<file path="config.mk">
export PLATFORM = sky130hd
export DESIGN_NAME = tag_breakpoint_control
export DESIGN_NICKNAME = d
export VERILOG_FILES = /design/src/inc/tag_brk_pkg.sv /design/src/rtl/tag_breakpoint_control.sv
export SDC_FILE = /design/constraint.sdc
export NUM_CORES = 1
export LEC_CHECK = 0
export BUFFER_PORTS_ARGS = -buffer_cell sky130_fd_sc_hd__buf_2
export CAP_MARGIN = 20
export CORE_AREA = 8 8 119 121
export CTS_CLUSTER_SIZE = 14
export DETAILED_ROUTE_END_ITERATION = 12
export DIE_AREA = 0 0 127 129
export HOLD_SLACK_MARGIN = 0.08
export SYNTH_ARGS = -nofsm -noshare
export SYNTH_HDL_FRONTEND = slang
export SYNTH_SLANG_ARGS = --single-unit
</file>
<file path="constraint.sdc">
create_clock -name mclk -period 2.1 [get_ports mclk]
set_input_delay 0 -clock mclk [delete_from_list [all_inputs] [get_ports mclk]]
set_output_delay 0 -clock mclk [all_outputs]
set_load 0.05 [all_outputs]
</file>
<file path="src/inc/tag_brk_pkg.sv">
// Constants and register map of the tag breakpoint controller
`default_nettype none
package tag_brk_pkg;
  localparam int NCH = 4;
  localparam int QDEPTH = 3;
  // Register byte offsets
  localparam logic [7:0] OFF_CTRL = 8'h00;
  localparam logic [7:0] OFF_CHCFG = 8'h04;
  localparam logic [7:0] OFF_STATUS = 8'h08;
  // Control register bit positions
  localparam int B_ARM = 0;
  localparam int B_SOFT = 1;
  localparam int B_BRKEN = 2;
  localparam int B_TOBGND = 3;
  localparam int B_ALIGN = 4;
  localparam int B_TRCSRC = 6;
  // Channel config: per channel nibble, bit positions within it
  localparam int CH_EN = 0;
  localparam int CH_TAG = 1;
  localparam int CH_IMM = 2;
  localparam int CH_STRIDE = 4;
  // Status bit positions
  localparam int S_FINAL = 0;
  localparam int S_TRACE = 1;
  localparam int S_PEND = 2;
  localparam int S_SWI = 3;
  localparam int S_ENTER_BACKGROUND_INSTRUCTION = 4;
  localparam int S_LINES = 8;
  // Alignment codes
  localparam logic [1:0] AL_END = 2'h0;
  localparam logic [1:0] AL_BEGIN = 2'h1;
  localparam logic [1:0] AL_MID = 2'h2;
  // Trace line counts
  localparam logic [5:0] POST_LINES = 6'h20;
  localparam logic [6:0] BUF_LINES = 7'h40;
  // AXI responses
  localparam logic [1:0] RESP_OK = 2'h0;
  localparam logic [1:0] RESP_SLVERR = 2'h2;
endpackage
`default_nettype wire

</file>
<file path="src/rtl/tag_breakpoint_control.sv">
// Tag breakpoint controller with AXI4-Lite register slave
//
// The AXI4-Lite slave port and the placing of the registers were decided locally.
`default_nettype none
// Overview of operation
// - Tags ride instruction queue, hit at head
// - Per-channel tag select: immediate or tagged
// - Begin alignment: tag hit starts trace, break later
// - Mid alignment: 32 more lines, then break
// - End alignment: break at once on tag
// - Tagged channel ignores access and data qualifiers
// - Tagged ranges resolved only to word granularity
// - No tagging while background mode active
// - Breaks from comparator final state or soft bit
// - Halt command ignored in stop or wait
// - Trace selected: break after session, else immediate
// - Immediate-break bit stops trace, breaks now
// - Alignment field selects trace window
// - Break-enable bit gates every break request
// - Soft bit forces final state, even disarmed
// - Later triggers ignored once tracing session started
// - Breaks blocked while background firmware runs
// - No tag entry into background during trace command
// - Route break to software interrupt or background
// - Background request beats coinciding software interrupt
// - Unserviced pending break reasserted after return
module tag_breakpoint_control (
  // Clock and reset
  input wire logic mclk,
  input wire logic rstn,
  // AXI4-Lite write address, data and response
  input wire logic [7:0] awaddr,
  input wire logic awvalid,
  output logic awready,
  input wire logic [31:0] wdata,
  input wire logic [3:0] wstrb,
  input wire logic wvalid,
  output logic wready,
  output logic [1:0] bresp,
  output logic bvalid,
  input wire logic bready,
  // AXI4-Lite read
  input wire logic [7:0] araddr,
  input wire logic arvalid,
  output logic arready,
  output logic [31:0] rdata,
  output logic [1:0] rresp,
  output logic rvalid,
  input wire logic rready,
  // Comparators and instruction queue
  input wire logic [3:0] chMatch,
  input wire logic [3:0] chMatchWord,
  input wire logic opFetch,
  input wire logic opExec,
  input wire logic queueFlush,
  input wire logic traceStore,
  // Core and background debug status
  input wire logic bgndActive,
  input wire logic bgndEnabled,
  input wire logic bgndTraceCmd,
  input wire logic stopWait,
  input wire logic haltCmd,
  input wire logic brkAck,
  // Requests to the core
  output logic reqSwi,
  output logic reqBgnd,
  output logic haltReq,
  output logic traceOn
);
  typedef struct packed {
    logic awHave;
    logic [7:0] awAddr;
    logic wHave;
    logic [31:0] wData;
    logic [3:0] wStrb;
    logic bvalid;
    logic [1:0] bresp;
    logic rvalid;
    logic [31:0] rdata;
    logic [1:0] rresp;
    logic armed;
    logic softReq;
    logic brkEn;
    logic toBgnd;
    logic [1:0] align;
    logic trcSrc;
    logic [3:0] chEn;
    logic [3:0] chTag;
    logic [3:0] chImm;
    logic finalSt;
    logic tracing;
    logic [5:0] postCnt;
    logic [6:0] lineCnt;
    logic pend;
    logic reqSwi;
    logic reqBgnd;
    logic haltReq;
    logic [tag_brk_pkg::QDEPTH-1:0][3:0] tagQ;
    logic [1:0] qCnt;
  } state_t;

  state_t s_q;
  state_t s_d;
  logic softHit;
  logic tagHit;
  logic [3:0] trigCh;
  logic soft_trigger_bit;
  logic doWr;

  //----------------------------------------------------------------
  // Next state
  //----------------------------------------------------------------
  always_comb begin
    logic [3:0] head;
    logic [3:0] newTag;
    logic done;
    logic pop;
    head = s_q.tagQ[0];
    newTag = 4'h0;
    done = 1'b0;
    pop = 1'b0;
    s_d = s_q;
    // Bus write channel capture, either order
    if (!s_q.awHave && awvalid) begin
      s_d.awHave = 1'b1;
      s_d.awAddr = awaddr;
    end
    if (!s_q.wHave && wvalid) begin
      s_d.wHave = 1'b1;
      s_d.wData = wdata;
      s_d.wStrb = wstrb;
    end
    if (s_q.bvalid && bready) begin
      s_d.bvalid = 1'b0;
    end
    doWr = s_q.awHave && s_q.wHave && !s_q.bvalid;
    // Soft trigger acts one cycle after its write, so it sees the new control bits
    softHit = s_q.softReq;
    s_d.softReq = 1'b0;
    if (doWr) begin
      s_d.awHave = 1'b0;
      s_d.wHave = 1'b0;
      s_d.bvalid = 1'b1;
      s_d.bresp = tag_brk_pkg::RESP_OK;
      case (s_q.awAddr)
        tag_brk_pkg::OFF_CTRL: begin
          if (s_q.wStrb[0]) begin
            s_d.armed = s_q.wData[tag_brk_pkg::B_ARM];
            s_d.softReq = s_q.wData[tag_brk_pkg::B_SOFT];
            s_d.brkEn = s_q.wData[tag_brk_pkg::B_BRKEN];
            s_d.toBgnd = s_q.wData[tag_brk_pkg::B_TOBGND];
            s_d.align = s_q.wData[tag_brk_pkg::B_ALIGN +: 2];
            s_d.trcSrc = s_q.wData[tag_brk_pkg::B_TRCSRC];
          end
        end
        tag_brk_pkg::OFF_CHCFG: begin
          for (int c = 0; c < tag_brk_pkg::NCH; c++) begin
            if (s_q.wStrb[c/2]) begin
              s_d.chEn[c] = s_q.wData[c*tag_brk_pkg::CH_STRIDE+tag_brk_pkg::CH_EN];
              s_d.chTag[c] = s_q.wData[c*tag_brk_pkg::CH_STRIDE+tag_brk_pkg::CH_TAG];
              s_d.chImm[c] = s_q.wData[c*tag_brk_pkg::CH_STRIDE+tag_brk_pkg::CH_IMM];
            end
          end
        end
        tag_brk_pkg::OFF_STATUS: ;
        default: s_d.bresp = tag_brk_pkg::RESP_SLVERR;
      endcase
    end
    // Bus read: one cycle after address taken
    if (s_q.rvalid && rready) begin
      s_d.rvalid = 1'b0;
    end
    if (arready && arvalid) begin
      s_d.rvalid = 1'b1;
      s_d.rresp = tag_brk_pkg::RESP_OK;
      s_d.rdata = 32'h0;
      case (araddr)
        tag_brk_pkg::OFF_CTRL: begin
          s_d.rdata[tag_brk_pkg::B_ARM] = s_q.armed;
          s_d.rdata[tag_brk_pkg::B_BRKEN] = s_q.brkEn;
          s_d.rdata[tag_brk_pkg::B_TOBGND] = s_q.toBgnd;
          s_d.rdata[tag_brk_pkg::B_ALIGN +: 2] = s_q.align;
          s_d.rdata[tag_brk_pkg::B_TRCSRC] = s_q.trcSrc;
        end
        tag_brk_pkg::OFF_CHCFG: begin
          for (int c = 0; c < tag_brk_pkg::NCH; c++) begin
            s_d.rdata[c*tag_brk_pkg::CH_STRIDE+tag_brk_pkg::CH_EN] = s_q.chEn[c];
            s_d.rdata[c*tag_brk_pkg::CH_STRIDE+tag_brk_pkg::CH_TAG] = s_q.chTag[c];
            s_d.rdata[c*tag_brk_pkg::CH_STRIDE+tag_brk_pkg::CH_IMM] = s_q.chImm[c];
          end
        end
        tag_brk_pkg::OFF_STATUS: begin
          s_d.rdata[tag_brk_pkg::S_FINAL] = s_q.finalSt;
          s_d.rdata[tag_brk_pkg::S_TRACE] = s_q.tracing;
          s_d.rdata[tag_brk_pkg::S_PEND] = s_q.pend;
          s_d.rdata[tag_brk_pkg::S_SWI] = s_q.reqSwi;
          s_d.rdata[tag_brk_pkg::S_ENTER_BACKGROUND_INSTRUCTION] = s_q.reqBgnd;
          s_d.rdata[tag_brk_pkg::S_LINES +: 7] = s_q.lineCnt;
        end
        default: s_d.rresp = tag_brk_pkg::RESP_SLVERR;
      endcase
    end
    // Tagged channels use the address-only word match, qualifiers ignored
    newTag = s_q.chEn & s_q.chTag & chMatchWord;
    // Tag popped at queue head when the instruction is about to execute
    pop = opExec && (s_q.qCnt != 2'h0);
    tagHit = pop && s_q.armed && !bgndActive && !bgndTraceCmd && (head != 4'h0);
    // Queue of tags riding alongside fetched opcodes
    if (queueFlush) begin
      s_d.qCnt = 2'h0;
      s_d.tagQ = '0;
    end else begin
      if (pop) begin
        for (int i = 0; i < tag_brk_pkg::QDEPTH - 1; i++) begin
          s_d.tagQ[i] = s_q.tagQ[i+1];
        end
        s_d.tagQ[tag_brk_pkg::QDEPTH-1] = 4'h0;
        s_d.qCnt = s_q.qCnt - 2'h1;
      end
      if (opFetch && s_d.qCnt != 2'(tag_brk_pkg::QDEPTH)) begin
        s_d.tagQ[s_d.qCnt] = (bgndActive || !s_q.armed) ? 4'h0 : newTag;
        s_d.qCnt = s_d.qCnt + 2'h1;
      end
    end
    // Untagged channels trigger directly on a qualified match
    trigCh = (s_q.armed ? (s_q.chEn & ~s_q.chTag & chMatch) : 4'h0)
             | (tagHit ? head : 4'h0);
    soft_trigger_bit = (trigCh != 4'h0) || softHit;
    // Pre-trigger tracing runs from arming for end and mid alignment
    if (s_q.armed && !s_q.finalSt && s_q.trcSrc && s_q.align != tag_brk_pkg::AL_BEGIN) begin
      s_d.tracing = 1'b1;
    end
    if (!s_q.armed && !s_q.finalSt) begin
      s_d.tracing = 1'b0;
    end
    // Transition to final state; ignored once already final
    if (soft_trigger_bit && !s_q.finalSt) begin
      s_d.finalSt = 1'b1;
      s_d.lineCnt = 7'h0;
      if (!s_q.trcSrc || (trigCh & s_q.chImm) != 4'h0) begin
        s_d.tracing = 1'b0;
        s_d.pend = s_q.brkEn;
        s_d.armed = 1'b0;
      end else begin
        case (s_q.align)
          tag_brk_pkg::AL_BEGIN: begin
            s_d.tracing = 1'b1;
          end
          tag_brk_pkg::AL_MID: begin
            s_d.tracing = 1'b1;
            s_d.postCnt = tag_brk_pkg::POST_LINES;
          end
          default: begin
            s_d.tracing = 1'b0;
            s_d.pend = s_q.brkEn;
            s_d.armed = 1'b0;
          end
        endcase
      end
    end
    // Trace session progress after the trigger
    done = 1'b0;
    if (s_q.finalSt && s_q.tracing && traceStore) begin
      s_d.lineCnt = s_q.lineCnt + 7'h1;
      if (s_q.align == tag_brk_pkg::AL_MID) begin
        s_d.postCnt = s_q.postCnt - 6'h1;
        done = (s_q.postCnt == 6'h1);
      end else begin
        done = (s_q.lineCnt == tag_brk_pkg::BUF_LINES - 7'h1);
      end
    end
    if (done) begin
      s_d.tracing = 1'b0;
      s_d.pend = s_q.brkEn;
      s_d.armed = 1'b0;
    end
    // Leave final state once disarmed and no session remains
    if (s_q.finalSt && !s_q.armed && !s_q.tracing && !soft_trigger_bit) begin
      s_d.finalSt = 1'b0;
    end
    // Breakpoint routing; pending break is held across background mode
    s_d.reqSwi = 1'b0;
    s_d.reqBgnd = 1'b0;
    if (s_q.pend) begin
      if (!s_q.brkEn || brkAck) begin
        s_d.pend = 1'b0;
      end else if (!bgndActive) begin
        if (s_q.toBgnd && bgndEnabled) begin
          s_d.reqBgnd = 1'b1;
        end else begin
          s_d.reqSwi = 1'b1;
        end
      end
    end
    s_d.haltReq = haltCmd && !stopWait;
  end

  //----------------------------------------------------------------
  // State register
  //----------------------------------------------------------------
  always_ff @(posedge mclk or negedge rstn) begin
    if (!rstn) begin
      s_q <= '0;
    end else begin
      s_q <= s_d;
    end
  end

  // Outputs straight from flops
  assign awready = !s_q.awHave;
  assign wready = !s_q.wHave;
  assign bvalid = s_q.bvalid;
  assign bresp = s_q.bresp;
  assign arready = !s_q.rvalid;
  assign rvalid = s_q.rvalid;
  assign rdata = s_q.rdata;
  assign rresp = s_q.rresp;
  assign reqSwi = s_q.reqSwi;
  assign reqBgnd = s_q.reqBgnd;
  assign haltReq = s_q.haltReq;
  assign traceOn = s_q.tracing;

  //----------------------------------------------------------------
  // Assertions
  //----------------------------------------------------------------
  a_halt_stop: assert property (@(posedge mclk) disable iff (!rstn)
    haltCmd && stopWait |=> !haltReq) else $error("halt passed in stop");
  a_enter_background_instruction_block: assert property (@(posedge mclk) disable iff (!rstn)
    bgndActive |=> !reqSwi && !reqBgnd) else $error("break during background");
  a_tag_enter_background_instruction: assert property (@(posedge mclk) disable iff (!rstn)
    (bgndActive || bgndTraceCmd) |-> !tagHit) else $error("tag hit in background");
  a_soft_final: assert property (@(posedge mclk) disable iff (!rstn)
    softHit |=> s_q.finalSt) else $error("soft trigger lost");
  a_mid_count: assert property (@(posedge mclk) disable iff (!rstn)
    soft_trigger_bit && !s_q.finalSt && s_q.trcSrc && s_q.align == tag_brk_pkg::AL_MID
    && (trigCh & s_q.chImm) == 4'h0 |=> s_q.postCnt == tag_brk_pkg::POST_LINES && s_q.tracing)
    else $error("mid count not loaded");
  a_imm_break: assert property (@(posedge mclk) disable iff (!rstn)
    soft_trigger_bit && !s_q.finalSt && s_q.brkEn && (trigCh & s_q.chImm) != 4'h0 |=> s_q.pend && !s_q.tracing)
    else $error("immediate break missing");
  a_route_enter_background_instruction: assert property (@(posedge mclk) disable iff (!rstn)
    s_q.pend && s_q.brkEn && !brkAck && !bgndActive && s_q.toBgnd && bgndEnabled
    |=> reqBgnd && !reqSwi) else $error("background route wrong");
  a_no_brken: assert property (@(posedge mclk) disable iff (!rstn)
    !s_q.brkEn |=> !reqSwi && !reqBgnd) else $error("break without enable");
  a_final_hold: assert property (@(posedge mclk) disable iff (!rstn)
    s_q.finalSt && s_q.tracing && soft_trigger_bit |=> s_q.finalSt && !s_q.pend) else $error("retrigger acted");
  // A tag hit at the queue head always lands in the final state
  a_tag_final: assert property (@(posedge mclk) disable iff (!rstn)
    tagHit |=> s_q.finalSt) else $error("tag hit lost");
  // End alignment with tracing breaks at once, before the instruction runs
  a_end_break: assert property (@(posedge mclk) disable iff (!rstn)
    soft_trigger_bit && !s_q.finalSt && s_q.trcSrc && s_q.brkEn && s_q.align == tag_brk_pkg::AL_END
    && (trigCh & s_q.chImm) == 4'h0 |=> s_q.pend && !s_q.tracing)
    else $error("end break missing");
  // Begin alignment starts the session and holds the break back
  a_begin_trace: assert property (@(posedge mclk) disable iff (!rstn)
    soft_trigger_bit && !s_q.finalSt && s_q.trcSrc && s_q.align == tag_brk_pkg::AL_BEGIN
    && (trigCh & s_q.chImm) == 4'h0 |=> s_q.tracing && s_q.finalSt)
    else $error("begin trace not started");
  // Without background routing a pending break goes to the software interrupt
  a_route_swi: assert property (@(posedge mclk) disable iff (!rstn)
    s_q.pend && s_q.brkEn && !brkAck && !bgndActive && !(s_q.toBgnd && bgndEnabled)
    |=> reqSwi && !reqBgnd) else $error("swi route wrong");
endmodule
`default_nettype wire

</file>
[Word-level counts from Yosys, hierarchy flattened]
Cells that the tools add are included.
Word-level totals
  register bits after elaboration: 118
  input port bits: 77
  output and inout port bits: 45
  word-level logic and storage cells: 190
Operators by class
  $add $sub $neg: 4
  $lt $le $gt $ge: 2
  equality and inequality tests: 10
  muxes and demuxes: 71
  bitwise gates (word level): 7
  reductions and logical operators: 62
Operators with widths (count)
  14-bit two-way mux: 4
  37-bit two-way mux: 1
  1-bit two-way mux: 35
  35-bit two-way mux: 1
  1-bit logical AND: 26
  4-bit AND: 5
  19-bit two-way mux: 1
  6-bit two-way mux: 3
  8-bit by 3-bit == test with 1-bit output (second input constant): 2
  8-bit by 4-bit == test with 1-bit output (second input constant): 2
  8-bit zero test: 2
  16-bit two-way mux: 1
  4-bit two-way mux: 4
  4-bit nonzero test: 4
  7-bit two-way mux: 2
  2-bit nonzero test: 7
  1-bit zero test: 13
  13-bit two-way mux: 1
  12-bit bitwise mux: 1
  12-bit two-way mux: 1
  3-bit case mux with 2 select lines: 2
  9-bit two-way mux: 1
  1-bit case mux with 3 select lines: 3
  3-bit AND reduction: 3
  22 further kinds: 31

[Longest topological paths before layout]
  depth after elaboration: 16
  gate-level depth with buffers: 11
  mapped depth without buffers: 10

[Worst setup path after synthesis]
Ideal clock, no wire load.
  path kind: register to register
  from: register s_q[0] (netlist name)
  to: register s_q[2] (netlist name)
  arrival: 2.116 ns
  path slack: -0.116 ns
  stages on the path, launching flop included: 11
  path buffers: 2
  clock period less this slack: 2.216 ns
  cell sequence: dfrtp_1 -> inv_1 -> ha_1 -> nor2b_1 -> clkbuf_1 -> xnor2_1 -> ha_1 -> nor2b_1 -> clkbuf_1 -> nand2_1 -> a311oi_1
RTL lines
  start: declaration: RTL line tag_breakpoint_control.sv:102  | state_t s_q;
  start signal: assignment: RTL line tag_breakpoint_control.sv:303  | s_q <= '0;
  start signal: assignment: RTL line tag_breakpoint_control.sv:305  | s_q <= s_d;

[Worst setup path after layout]
  from: register s_q[51] (netlist name)
  to: register s_q (netlist bit traceOn)
Between the ends
  cells in the longest elaborated chain, start to end: 12
  elaborated cells between the ends (all ways): 23
  those cells by class: mux: 6; bitwise: 2; reduce/logical: 15
Ends and longest elaborated chain
  1-bit logical AND (4 in a row): RTL line tag_breakpoint_control.sv:207  | tagHit = pop && s_q.armed && !bgndActive && !bgndTraceCmd && (head != 4'h0);
  4-bit two-way mux: RTL line tag_breakpoint_control.sv:227  | | (tagHit ? head : 4'h0);
  4-bit OR: RTL line tag_breakpoint_control.sv:227
  4-bit AND: RTL line tag_breakpoint_control.sv:240  | if (!s_q.trcSrc || (trigCh & s_q.chImm) != 4'h0) begin
  4-bit nonzero test: RTL line tag_breakpoint_control.sv:240
  1-bit logical OR: RTL line tag_breakpoint_control.sv:240
  1-bit two-way mux: RTL line tag_breakpoint_control.sv:240
  16-bit two-way mux: RTL line tag_breakpoint_control.sv:237  | if (soft_trigger_bit && !s_q.finalSt) begin
  1-bit two-way mux: RTL line tag_breakpoint_control.sv:272  | if (done) begin
Parallel ways exist; a longest one is shown, timed or not. The select of a mux whose other input is x is not followed.
A chain may end at the register's enable or synchronous reset.

==> Flow_metrics.wiki <==
{| class="wikitable"
! Metric !! Value
|-
| Run status || complete, but fails checks
|-
| Violations in the final reports || negative setup slack
|-
| Number of global-route vias before repair || 3852
|-
| Filler Cell Count || 1133
|-
| Number of rows in the core area || 41
|-
| Highest Clock Rate || 0.472 GHz
|-
| Worst-path clk slew || 0.07 ns
|-
| Clock skew || roughly 0.0096 ns
|-
| Average detailed-routed wire length per instance || between 15 and 20 um
|-
| R2r endpoint || traceOn
|-
| Most common cell after layout, fill and taps aside || sky130_fd_sc_hd__dfrtp_1
|-
| Final hold slack || 0.130 ns
|-
| Post-layout instance count excluding filler cells || approximately 740
|-
| Syn_area_per_cell || between 10 and 15 um^2
|-
| Switch share || 34.5%
|-
| Wire length of the first global-routing pass || approximately 19000 um
|-
| Min-Delay Path Class || in2reg
|-
| CP endpoint kind || register
|-
| Detailed route wirelength on metal2 || 5460 um
|-
| Arrival time worst endpoint || 2.33 ns
|-
| Antenna diode count || 0
|-
| Height of the die || 129 um
|-
| IO buf count || 80
|-
| Fin worst setup slack || -0.0169 ns
|-
| Met1 Wirelength || 5110 um
|-
| Remaining Overflow, GRT || 0
|-
| Largest fanout of any net on the critical path || 4
|-
| Overall fraction of global-route tracks in use || 14.4%
|-
| Tmin final || 2.12 ns
|-
| Initial cell density of the core || between 30 and 40%
|-
| Maximum number of pins on one net before global-route repair || 47
|-
| Final worst path period share || 101%
|-
| Top_reg_cell synth || sky130_fd_sc_hd__dfrtp_1
|-
| VDD IR max || 0.598 mV
|-
| Highest metal layer with signal wires || met4
|-
| Count of endpoints failing hold in the final timing report || 0
|-
| Standard cell core area || 12300 um^2
|-
| Post-layout nets || 670
|-
| Residual DRC || 0
|-
| Clock insertion delay at the later pin of the skew report || 0.34 ns
|-
| Final Max Slew Viols || 0
|-
| Die area || 16400 um^2
|-
| Area grow syn2layout || 28.2%
|-
| Cell-internal power || 0.00405 W
|-
| Antenna violations before repair || 0
|-
| Count of mapped cells out of synthesis || between 400 and 500
|-
| Most frequent cells in the layout || sky130_fd_sc_hd__dfrtp_1, sky130_fd_sc_hd__buf_2, sky130_fd_sc_hd__nand2_1
|-
| RSZ-0062 raised after global routing || yes
|-
| Sw Pwr || 0.00213 W
|-
| DPL Wire Length || around 8700 um
|-
| Detailed-routing iteration count for the pre-antenna-repair pass || 4
|-
| CTS sink count || 95
|-
| CTS tree || built
|-
| Number of buffers created by CTS || 9
|-
| Reg power frac || 43.8%
|-
| Count of pins on the block boundary || 122
|-
| Hold_sp || chMatchWord[3]
|-
| Clock root buffer || sky130_fd_sc_hd__clkbuf_16
|-
| Longest individual stage delay on the worst path || 0.58 ns
|-
| Post-synth EDFFs || 0
|-
| Vias post-DR || about 3700
|-
| Last weighted congestion value of the routability-driven placer || 0.869
|-
| R2R cell count || 5
|-
| Slowest stage cell, crit path || sky130_fd_sc_hd__or4_4
|-
| Die boundary width || 127 um
|-
| LEAKAGE || 2.90 nW
|-
| Register bit count reported by yosys || 95
|-
| Total design power || 0.00619 W
|-
| Worst reg-to-reg setup slack || -0.02 ns
|-
| Post-synthesis sequential area ratio || 49.9%
|-
| Final setup violation count || 1
|-
| Yosys top cell area share || between 40% and 50%
|-
| Share of async-settable or async-resettable flops after synthesis || 100%
|-
| Required time reported for the critical path endpoint || 2.31 ns
|-
| Met3 WL post-DR || 767 um
|-
| Startpoint of the lowest-slack register-to-register path || s_q[51]
|-
| Cell taking the most area after synthesis || sky130_fd_sc_hd__dfrtp_1
|-
| Ranking of synthesized cells by area || sky130_fd_sc_hd__dfrtp_1, sky130_fd_sc_hd__buf_4, sky130_fd_sc_hd__mux2_2
|-
| Hold path endpoint || s_q[9]
|-
| Fraction of layout cells with a size suffix above 1 || approximately 29%
|-
| Sum of routed wire length over all layers || 11500 um
|-
| Routed via count divided by cell count || a little over 5
|-
| Number of DRC markers in iteration 0 || approximately 210
|-
| Level count of the clock H-tree || 3
|-
| Number of max-cap violations || 0
|-
| Total power divided by cell area || 1010 nW/um^2
|-
| Relative contribution of combinational cells to total power || 29.6%
|-
| Worst-path cell chain || and4b_1 > or3_4 > or4_4 > o311ai_4 > o21ai_2
|-
| Cell count of the worst hold path || 5
|-
| Relative contribution of the clock network to total power || 26.7%
|-
| DRT antenna net count || 0
|-
| Sort of element at the start of the critical path || register
|-
| Area of the mapped netlist || between 4000 and 5000 um^2
|-
| Number of distinct standard cells referenced by the synthesized netlist || 60
|-
| Buf+Inv Stages, Crit Path || 0
|-
| Clock buffer depth || 2
|-
| Actual slew at the worst max-slew pin || 0.675 ns
|-
| Critical path start-end classification || reg2reg
|-
| Post-Place Cells || 680
|-
| Count of synthesis-stage warnings from yosys || 0
|-
| Family of cells with the greatest summed delay on the critical path || simple AND/OR/NAND/NOR gates
|-
| Max transition margin || 54.9%
|}
## flip-flops by register name, indices dropped and copies added (netlist names)
register  cells
bresp         1
bvalid        1
haltReq       1
rdata        14
reqBgnd       1
reqSwi        1
rresp         1
rvalid        1
s_q          72
softHit       1
traceOn       1
## logic make-up (layout without fill, tap and decap cells)
logic type,Yosys count,count (layout),share of synthesized area [%]
other,1,20,0.0788
DFF,95,95,49.9
and+or+nand+nor,152,152,16.9
xor gates and xnor gates,3,3,0.552
AOI/OAI and AO/OA,83,83,11.6
buffers and inverters,70,183,8.54
muxes,42,42,9.75
adders and majority gates,10,10,2.63
## worst max-delay path by stage
stage / from / end / depth (start not counted)
after floorplan: traceOn / s_q[28] / 6
after global placement: s_q[51] / traceOn / 5
after detailed placement: s_q[51] / traceOn / 5
after CTS: s_q[51] / traceOn / 5
after global routing: s_q[51] / traceOn / 5
final: s_q[51] / traceOn / 5
## worst reg2reg max path: stages (launching register included)
cell                       delay [ns]
sky130_fd_sc_hd__dfrtp_1         0.42
sky130_fd_sc_hd__and4b_1         0.23
sky130_fd_sc_hd__or3_4           0.39
sky130_fd_sc_hd__or4_4           0.58
sky130_fd_sc_hd__o311ai_4        0.29
sky130_fd_sc_hd__o21ai_2         0.08
## what timing repair did
action | CTS | global route
hold endpoints to repair | 142 | 0
gates resized for setup | 2 | 15
setup buffers | 0 | 2
endpoints found under the setup margin | 2 | 35
hold buffers | 40 | 0
pin swaps | 1 | 7
gates cloned | 0 | 0
## stage by stage
| step | setup TNS (ns) | setup WS (ns) | cell area, um^2 | util [%] |
|---|---|---|---|---|
| 6_report | -0.0169 | -0.0169 | 6100 | 49.6 |
| 5_1_grt | -0.0948 | -0.0378 | 6100 | 49.6 |
| 4_1_cts | 0 | 0.00381 | 6010 | 48.8 |
| 3_5_place_dp | 0 | 0.00920 | 5290 | 43.0 |
| 3_3_place_gp | 0 | 0.0161 | 5290 | 43.0 |
| 2_1_floorplan | 0 | 0.0116 | 4830 | - |
## area by class of cell
| cell class | instances | area [um^2] | area share [%] |
|---|---|---|---|
| sequential | 95 | 2380 | 39.0 |
| multi-input combinational | 310 | 2130 | 34.9 |
| timing repair buffer | 148 | 1030 | 16.8 |
| clock buffer | 10 | 239 | 3.92 |
| tap | 150 | 188 | 3.08 |
| inverter | 19 | 71.3 | 1.17 |
| clock inverter | 6 | 68.8 | 1.13 |
## synthesized netlist by cell type (all sizes together), types with 2 or more instances
library cell	n
a21boi	2
a21oi	14
a22o	3
a22oi	10
a311oi	8
a31oi	2
and3	3
and3b	2
and4b	4
buf	39
clkbuf	12
dfrtp	95
ha	10
inv	19
mux2	35
mux2i	7
nand2	58
nand2b	3
nand3	21
nand4	3
nor2	25
nor2b	7
nor3	3
nor3b	2
nor4	5
nor4b	2
o21a	3
o21ai	31
o41ai	2
or2	3
or3	2
or4	5
xnor2	2
## layer usage
layer | vias up | GRT usage, %
li1 | 1809 | -
met1 | 1797 | 18.3
met2 | 125 | 23.7
met3 | 9 | 3.89
met4 | 0 | 4.34
met5 | - | 0
## power by group through the flow
stage	clock network [W]	logic [W]	registers (W)
2_1_floorplan	0	0.00124	0.00262
3_3_place_gp	0	0.00163	0.00270
3_5_place_dp	0	0.00168	0.00272
4_1_cts	0.00169	0.00175	0.00268
5_1_grt	0.00176	0.00203	0.00277
6_report	0.00165	0.00183	0.00271
(Power assumes the default switching activity.)
